`src/ssrx_params.svh`:
```
`ifndef SSRX_PARAMS_SVH
`define SSRX_PARAMS_SVH
`define SSRX_A_RCSTA 4'h0
`define SSRX_A_RXBUF 4'h1
`define SSRX_A_TXSTA 4'h2
`define SSRX_A_BAUD 4'h3
`define SSRX_A_INTCTL 4'h4
`define SSRX_A_IRQST 4'h5
`define SSRX_A_IRQMSK 4'h6
`define SSRX_B_SERIAL_PORT_ENABLE 7
`define SSRX_B_RX9 6
`define SSRX_B_CONTINUOUS_RECEIVE_ENABLE 4
`define SSRX_B_FRAMING_ERROR_FLAG 2
`define SSRX_B_OVERRUN_ERROR_FLAG 1
`define SSRX_B_RECEIVED_NINTH_BIT 0
`define SSRX_B_CLOCK_SOURCE_SELECT 7
`define SSRX_B_SYNC 4
`define SSRX_B_RCIDL 6
`define SSRX_B_GIE 7
`define SSRX_B_PERIPHERAL_INTERRUPT_ENABLE 6
`define SSRX_B_EVWORD 0
`define SSRX_B_EVOVR 1
`define SSRX_WM_RCSTA 8'hF8
`define SSRX_WM_TXSTA 8'hFD
`define SSRX_WM_BAUD 8'hBF
`define SSRX_RST_BYTE 8'h00
`define SSRX_LAST8 4'h7
`define SSRX_LAST9 4'h8
`endif

```
`src/ssrx_pkg.sv`:
```
`default_nettype none
package ssrx_pkg;
  typedef enum logic [1:0] {
    SSRX_OFF = 2'b00,
    SSRX_SHIFT = 2'b01,
    SSRX_HALT = 2'b10
  } ssrx_rx_t;

  typedef struct packed {
    logic [7:0] ctl;
    logic [7:0] txsta;
    logic [7:0] baud;
    logic [7:0] intctl;
    logic [1:0] irq_st;
    logic [1:0] irq_msk;
    logic [7:0] rxbuf;
    logic received_ninth_bit;
    logic flag;
    logic overrun_error_flag;
    logic framing_error_flag;
    logic [8:0] sh;
    logic [3:0] cnt;
    ssrx_rx_t rx;
    logic ck_prev;
    logic [7:0] rdata;
    logic irq;
    logic wake;
    logic ck_o;
    logic ck_oe;
  } ssrx_state_t;

  typedef struct packed {
    logic [1:0] s1;
    logic [1:0] s2;
    logic [1:0] s3;
    logic [1:0] q;
  } ssrx_sync_t;
endpackage
`default_nettype wire

```
`src/ssrx_top.sv`:
```
// Notes on behaviour
// - Single-receive enable is ignored; slave reception behaves as clocked master reception.
// - Continuous enable set before low power keeps reception running in that state.
// - A finished word moves from the shift register into the receive buffer.
// - With receive interrupt enable set, the completion event wakes the chip.
// - Slave mode needs clocked mode select, port enable set and clock source cleared.
// - Ninth-bit receive enable selects 9-bit words instead of 8-bit words.
// - Words are accepted only while continuous receive enable is set.
// - Completion sets the receive flag and requests an interrupt when enabled.
// - Status read returns the received ninth bit and error flags of the word.
// - Buffer read returns the low eight data bits of the word.
// - Clearing continuous receive enable clears latched errors so reception can resume.
// - Interrupt leaves only with global and peripheral enables, bits 7 and 6.
// - The external master drives the shift clock; the device drives none.
//
// Added by the designer: the placing of the registers and strobed register access.
`timescale 1ns/10ps
`default_nettype none
`include "ssrx_params.svh"
module ssrx_top
  import ssrx_pkg::*;
(
  input wire logic mclk, // System clock, 20 MHz
  input wire logic rst_n, // Async reset, active low
  input wire logic [3:0] addr, // Register address
  input wire logic [7:0] wdata, // Write data
  input wire logic wr, // Write strobe
  input wire logic rd, // Read strobe
  output logic [7:0] rdata, // Read data, cycle after rd
  input wire logic low_power, // Chip is in sleep or idle
  input wire logic shift_clock_pin_i, // Shift clock from the master
  output logic shift_clock_pin_o, // Shift clock drive, never used
  output logic shift_clock_pin_oe, // Shift clock enable, held low
  input wire logic data_pin_i, // Serial data from the master
  output logic irq, // Receive interrupt request
  output logic wake // Wake request to the core
);
  ssrx_state_t s_q;
  ssrx_state_t s_d;
  logic [1:0] pins;
  logic ck_clean;
  logic dat_clean;
  logic slave;
  logic rx_on;
  logic fall;
  logic rd_buf;
  logic rd_st;
  logic buf_full;
  logic done;
  logic ovr;
  logic [8:0] word;
  logic [3:0] last;

  function automatic logic hit(input logic [3:0] a, input logic [3:0] r);
    hit = (a == r);
  endfunction

  ssrx_sync u_sync (
    .mclk(mclk),
    .rst_n(rst_n),
    .d({shift_clock_pin_i, data_pin_i}),
    .q(pins)
  );

  assign ck_clean = pins[1];
  assign dat_clean = pins[0];

  always_comb
  begin
    s_d = s_q;
    done = 1'b0;
    ovr = 1'b0;
    slave = s_q.txsta[`SSRX_B_SYNC] & s_q.ctl[`SSRX_B_SERIAL_PORT_ENABLE] & ~s_q.txsta[`SSRX_B_CLOCK_SOURCE_SELECT];
    // Single-receive enable takes no part here
    rx_on = slave & s_q.ctl[`SSRX_B_CONTINUOUS_RECEIVE_ENABLE];
    // Data are taken on the falling shift clock edge, as in master reception
    fall = s_q.ck_prev & ~ck_clean;
    rd_buf = rd & hit(addr, `SSRX_A_RXBUF);
    rd_st = rd & hit(addr, `SSRX_A_IRQST);
    // A read in the same cycle frees the buffer for the new word
    buf_full = s_q.flag & ~rd_buf;
    last = s_q.ctl[`SSRX_B_RX9] ? `SSRX_LAST9 : `SSRX_LAST8;
    word = s_q.sh;
    word[s_q.cnt] = dat_clean;
    s_d.ck_prev = ck_clean;
    s_d.ck_o = 1'b0;
    s_d.ck_oe = 1'b0;
    if (rd_buf)
    begin
      s_d.flag = 1'b0;
    end
    if (!s_q.ctl[`SSRX_B_CONTINUOUS_RECEIVE_ENABLE])
    begin
      s_d.overrun_error_flag = 1'b0;
      s_d.framing_error_flag = 1'b0;
    end
    case (s_q.rx)
      SSRX_OFF:
      begin
        s_d.cnt = 4'h0;
        if (rx_on)
        begin
          s_d.rx = SSRX_SHIFT;
        end
      end
      SSRX_SHIFT:
      begin
        if (!rx_on)
        begin
          s_d.rx = SSRX_OFF;
          s_d.cnt = 4'h0;
        end
        else if (fall)
        begin
          // Low power does not gate the shifter
          s_d.sh = word;
          if (s_q.cnt == last)
          begin
            done = 1'b1;
            s_d.cnt = 4'h0;
            if (buf_full)
            begin
              ovr = 1'b1;
              s_d.overrun_error_flag = 1'b1;
              s_d.rx = SSRX_HALT;
            end
            else
            begin
              s_d.rxbuf = word[7:0];
              s_d.received_ninth_bit = s_q.ctl[`SSRX_B_RX9] & word[8];
              s_d.flag = 1'b1;
            end
          end
          else
          begin
            s_d.cnt = s_q.cnt + 4'h1;
          end
        end
      end
      SSRX_HALT:
      begin
        // Overrun stops the shifter until the enable is dropped
        if (!s_q.ctl[`SSRX_B_CONTINUOUS_RECEIVE_ENABLE])
        begin
          s_d.rx = SSRX_OFF;
        end
      end
      default:
      begin
        s_d.rx = SSRX_OFF;
      end
    endcase
    if (wr)
    begin
      case (addr)
        `SSRX_A_RCSTA: s_d.ctl = wdata & `SSRX_WM_RCSTA;
        `SSRX_A_TXSTA: s_d.txsta = wdata & `SSRX_WM_TXSTA;
        `SSRX_A_BAUD: s_d.baud = wdata & `SSRX_WM_BAUD;
        `SSRX_A_INTCTL: s_d.intctl = wdata;
        `SSRX_A_IRQMSK: s_d.irq_msk = wdata[1:0];
        default: s_d.irq_msk = s_q.irq_msk;
      endcase
    end
    // Event set wins over the read that clears
    s_d.irq_st = (rd_st ? 2'b00 : s_q.irq_st) | {ovr, done};
    s_d.rdata = 8'h00;
    if (rd)
    begin
      case (addr)
        `SSRX_A_RCSTA: s_d.rdata = {s_q.ctl[7:3], s_q.framing_error_flag, s_q.overrun_error_flag, s_q.received_ninth_bit};
        `SSRX_A_RXBUF: s_d.rdata = s_q.rxbuf;
        `SSRX_A_TXSTA: s_d.rdata = s_q.txsta;
        `SSRX_A_BAUD:
        begin
          s_d.rdata = s_q.baud;
          s_d.rdata[`SSRX_B_RCIDL] = (s_q.rx != SSRX_SHIFT) || (s_q.cnt == 4'h0);
        end
        `SSRX_A_INTCTL: s_d.rdata = s_q.intctl;
        `SSRX_A_IRQST: s_d.rdata = {6'h00, s_q.irq_st};
        `SSRX_A_IRQMSK: s_d.rdata = {6'h00, s_q.irq_msk};
        default: s_d.rdata = 8'h00;
      endcase
    end
    // Driven from next state so the pin tracks the status register exactly
    s_d.irq = s_d.intctl[`SSRX_B_GIE] & s_d.intctl[`SSRX_B_PERIPHERAL_INTERRUPT_ENABLE]
              & (|(s_d.irq_st & s_d.irq_msk));
    // Wake bypasses the global gates: the core must run to take the vector
    s_d.wake = low_power & s_d.flag & s_d.irq_msk[`SSRX_B_EVWORD];
  end

  always_ff @(posedge mclk or negedge rst_n)
  begin
    if (!rst_n)
    begin
      s_q <= '0;
    end
    else
    begin
      s_q <= s_d;
    end
  end

  assign rdata = s_q.rdata;
  assign irq = s_q.irq;
  assign wake = s_q.wake;
  assign shift_clock_pin_o = s_q.ck_o;
  assign shift_clock_pin_oe = s_q.ck_oe;
endmodule
`default_nettype wire

```
`src/ssrx_sync.sv`:
```
`timescale 1ns/10ps
`default_nettype none
module ssrx_sync
  import ssrx_pkg::*;
(
  input wire logic mclk, // System clock
  input wire logic rst_n, // Async reset, active low
  input wire logic [1:0] d, // Raw pin levels
  output logic [1:0] q // Filtered levels
);
  ssrx_sync_t s_q;
  ssrx_sync_t s_d;

  // A change counts only once the second and third stage agree
  always_comb
  begin
    s_d = s_q;
    s_d.s1 = d;
    s_d.s2 = s_q.s1;
    s_d.s3 = s_q.s2;
    for (int i = 0; i < 2; i++)
    begin
      if (s_q.s2[i] == s_q.s3[i])
      begin
        s_d.q[i] = s_q.s3[i];
      end
    end
  end

  always_ff @(posedge mclk or negedge rst_n)
  begin
    if (!rst_n)
    begin
      s_q <= '0;
    end
    else
    begin
      s_q <= s_d;
    end
  end

  assign q = s_q.q;
endmodule
`default_nettype wire

```
`config.mk`:
```
export PLATFORM = sky130hd
export DESIGN_NAME = ssrx_top
export DESIGN_NICKNAME = d
export VERILOG_FILES = /design/src/ssrx_pkg.sv /design/src/ssrx_top.sv /design/src/ssrx_sync.sv
export VERILOG_INCLUDE_DIRS = /design/src
export SDC_FILE = /design/constraint.sdc
export NUM_CORES = 1
export LEC_CHECK = 0
export ABC_AREA = 1
export BUFFER_PORTS_ARGS = -buffer_cell sky130_fd_sc_hd__buf_2
export CAP_MARGIN = 20
export CORE_UTILIZATION = 57
export DETAILED_ROUTE_END_ITERATION = 10
export MAX_ROUTING_LAYER = met4
export PLACE_DENSITY = 0.82
export SYNTH_ARGS = -nofsm -noshare
export SYNTH_HDL_FRONTEND = slang
export SYNTH_HIERARCHICAL = 1
export SYNTH_SLANG_ARGS = --single-unit
```
`constraint.sdc`:
```
create_clock -name mclk -period 1.5 [get_ports mclk]
set_input_delay 0 -clock mclk [delete_from_list [all_inputs] [get_ports mclk]]
set_output_delay 0 -clock mclk [all_outputs]
set_load 0.005 [all_outputs]
```
==> results.py <==
metrics = {
    "run_status": {
        "run_status": "finished clean",
    },
    "clocking": {
        "cts_buffers": 9,
        "clk_latency_ns": 0.36,
        "cts_tree": "done",
        "cts.sink_count": 76,
        "clkTransAtPathRegs_ns": 0.08,
        "cts-root-buf": "clkbuf_8",
        "htreeDepth": 3,
        "cts.path.max_buffers": 2,
    },
    "run": {
        "maxCapViolCount": 0,
    },
    "logic_synthesis": {
        "synthCells": 406,
        "synthArstFlopShare_pct": 100,
        "netlist-cell-type-count": 29,
        "netlist_area_um2": 3510,
        "syn_avg_cell_area_um2": 8.65,
        "synth_warnings": 6,
        "synthFlopType": "dfrtp_1",
        "seq_area_frac_synth_pct": 54.1,
        "synth-seq-cells": 76,
        "synth_edf_count": 0,
    },
    "critical_path": {
        "path_buf_inv": 2,
        "critPathMaxStageDelay_ns": 0.40,
        "start_kind": "flop",
        "crit_slowest_cell": "dfrtp_1",
        "critPathArrivalTime_ns": 1.70,
        "crit_path_cell_trace": "inv_2, nor2_2, nand3_2, nor2_4, buf_4, nand3_4, nand2_1, o21ai_2",
        "worst-path-max-fanout": 5,
        "worstSetupEndpointType": "flop",
        "criticalPathCategory": "flop to flop",
        "crit_family": "simple AND/OR/NAND/NOR gates",
        "cp_data_required_time_ns": 1.75,
    },
    "placement": {
        "place_area_um2": 3690,
        "port_buffers": 28,
        "hpwl_um": 5190,
        "dp.cells": 499,
        "post-place-ws_ns": 0.0275,
        "gp_congestion": 0.879,
    },
    "floorplanning": {
        "die_h_um": 80.5,
        "dieWidth_um": 80.5,
        "core_region_area_um2": 5920,
        "die-area_um2": 6480,
        "top_level_ports": 31,
        "placementRows": 28,
        "start_util_pct": 59.3,
    },
    "hold_path": {
        "min_path_type": "input pin to flop",
    },
    "finish": {
        "fill_cells": 450,
        "nNetsFinal": 474,
        "areaGrowthSynthToFinish_pct": 15.9,
        "final_common_cell": "nand2_1",
        "diodes": 0,
        "final_cells": 531,
        "layout_common_cells": "nand2_1 (106), dfrtp_1 (74), inv_1 (36)",
        "design_area_um2": 4070,
        "layout-drive-gt1-share_pct": 20.6,
    },
    "timing": {
        "min_period_ns": 1.45,
        "rsz0062_at_grt": "true",
        "slew_viol_final": 0,
        "hold_viol": 0,
        "final.setup.worst_slack_ns": 0.0537,
        "setup_violations": 0,
        "fmax_mhz": 691,
        "fin_crit_sh_pct": 96.4,
        "clock_skew_ns": 0.0124,
    },
    "power": {
        "p_leak_uw": 0.00195,
        "ir_worst_vdd_uv": 727,
        "power_density_nw_per_um2": 1110,
    },
    "grt": {
        "grtUsageTotal_pct": 25.8,
        "grt_pass1_wl_um": 12000,
        "grt_max_degree": 46,
        "grt-ovfl-total": 0,
        "antenna_found_initial": 0,
        "grt_pass1_vias": 2566,
    },
    "routing": {
        "dr.pass1.iters": 7,
        "vias_per_cell": 5.43,
        "wirelength_um": 7600,
        "ant_nets": 0,
        "drt-initial-drc-count": 282,
        "via_count": 2881,
        "drt-wirelength-per-cell_um": 14.3,
        "drc": 0,
    },
}
-- state kept, by name, summed over array words and instances, names as in the netlist --
name	flops
u_sync/s_d	4
s_q	58
u_sync/s_q	2
u_sync/q	2
wake	1
irq	1
rdata	8
-- power breakdown --
group          switching, µW  internal, µW  total, µW
clock network            737           813       1550
registers                117          2260       2380
logic                    362           212        574
total                   1220          3290       4500
-- cell usage after synthesis, drive strengths merged, types with 2 or more instances --
cell type	n	area (µm²)
nand2	112	433
dfrtp	76	1900
o21ai	58	309
inv	49	184
nor2	32	163
nand3	27	158
buf	19	134
a21oi	11	55.1
a31oi	6	37.5
ha	4	50.1
a211oi	3	22.5
xor2	2	17.5
-- path summary, 6_finish.rpt --
| kind | startpoint | end | slack (ns) | cells past startpoint |
|---|---|---|---|---|
| max reg2reg | s_q[72] | s_q[39] | 0.05 | 8 |
| min in group asynchronous | rst_n | rdata[3] | 0.12 | 2 |
| min | rd | s_q[42] | 0.02 | 4 |
| min reg2reg | u_sync/s_d[4] | u_sync/s_d[2] | 0.35 | 0 |
| max in group asynchronous | rst_n | u_sync/s_q[3] | 0.81 | 3 |
| max | s_q[72] | s_q[39] | 0.05 | 8 |
-- per-stage QoR --
stage | utilization, % | hold WS [ns] | power, µW | TNS (ns)
floorplan | - | -0.296 | 2750 | 0
CTS | 67.7 | 0.0159 | 4490 | 0
finish | 68.8 | 0.0239 | 4500 | 0
global placement | 62.4 | -0.0410 | 2900 | 0
global route | 68.8 | 0.0569 | 4710 | -0.107
detailed placement | 62.4 | -0.0346 | 2940 | 0
-- cell type report --
| type | count | area, µm² | share of cell area, % |
|---|---|---|---|
| Timing Repair Buffer | 50 | 350 | 8.60 |
| Sequential cell | 76 | 1900 | 46.8 |
| Multi-Input combinational cell | 265 | 1350 | 33.1 |
| Clock inverter | 4 | 48.8 | 1.20 |
| Inverter | 49 | 184 | 4.52 |
| Clock buffer | 12 | 145 | 3.56 |
| Tap cell | 75 | 93.8 | 2.30 |
-- kinds of logic (layout without fill, tap and decap cells) --
family          Yosys count  count (layout)  share of synthesized area (%)
compound gates           83              83                           13.2
buf+inv                  68             115                           9.05
simple gates            172             174                           21.6
fa+ha+maj                 4               4                           1.42
other cells               1               2                          0.107
flops                    76              76                           54.1
xor+xnor                  2               2                          0.499
-- repair_timing --
action / in CTS / in global routing
buffers inserted: 0 / 2
setup endpoints to repair: 0 / 16
hold endpoints to repair: 106 / 0
hold buffers: 12 / 0
gates resized for setup: 0 / 11
-- metal layers --
| metal | wire, µm | vias up | track usage, % |
|---|---|---|---|
| met4 | 185 | 0 | 10.4 |
| met1 | 3420 | 1359 | 35.8 |
| met5 | 0 | - | - |
| li1 | - | 1385 | - |
| met3 | 461 | 22 | 4.09 |
| met2 | 3530 | 115 | 37.9 |
-- worst reg2reg max path, stage by stage (launching register included) --
cell and delay [ns]:
dfrtp_1 0.40, inv_2 0.05, nor2_2 0.12, nand3_2 0.13
nor2_4 0.21, buf_4 0.18, nand3_4 0.11, nand2_1 0.10
o21ai_2 0.05
No activity file was read; power rests on OpenSTA's default activity.
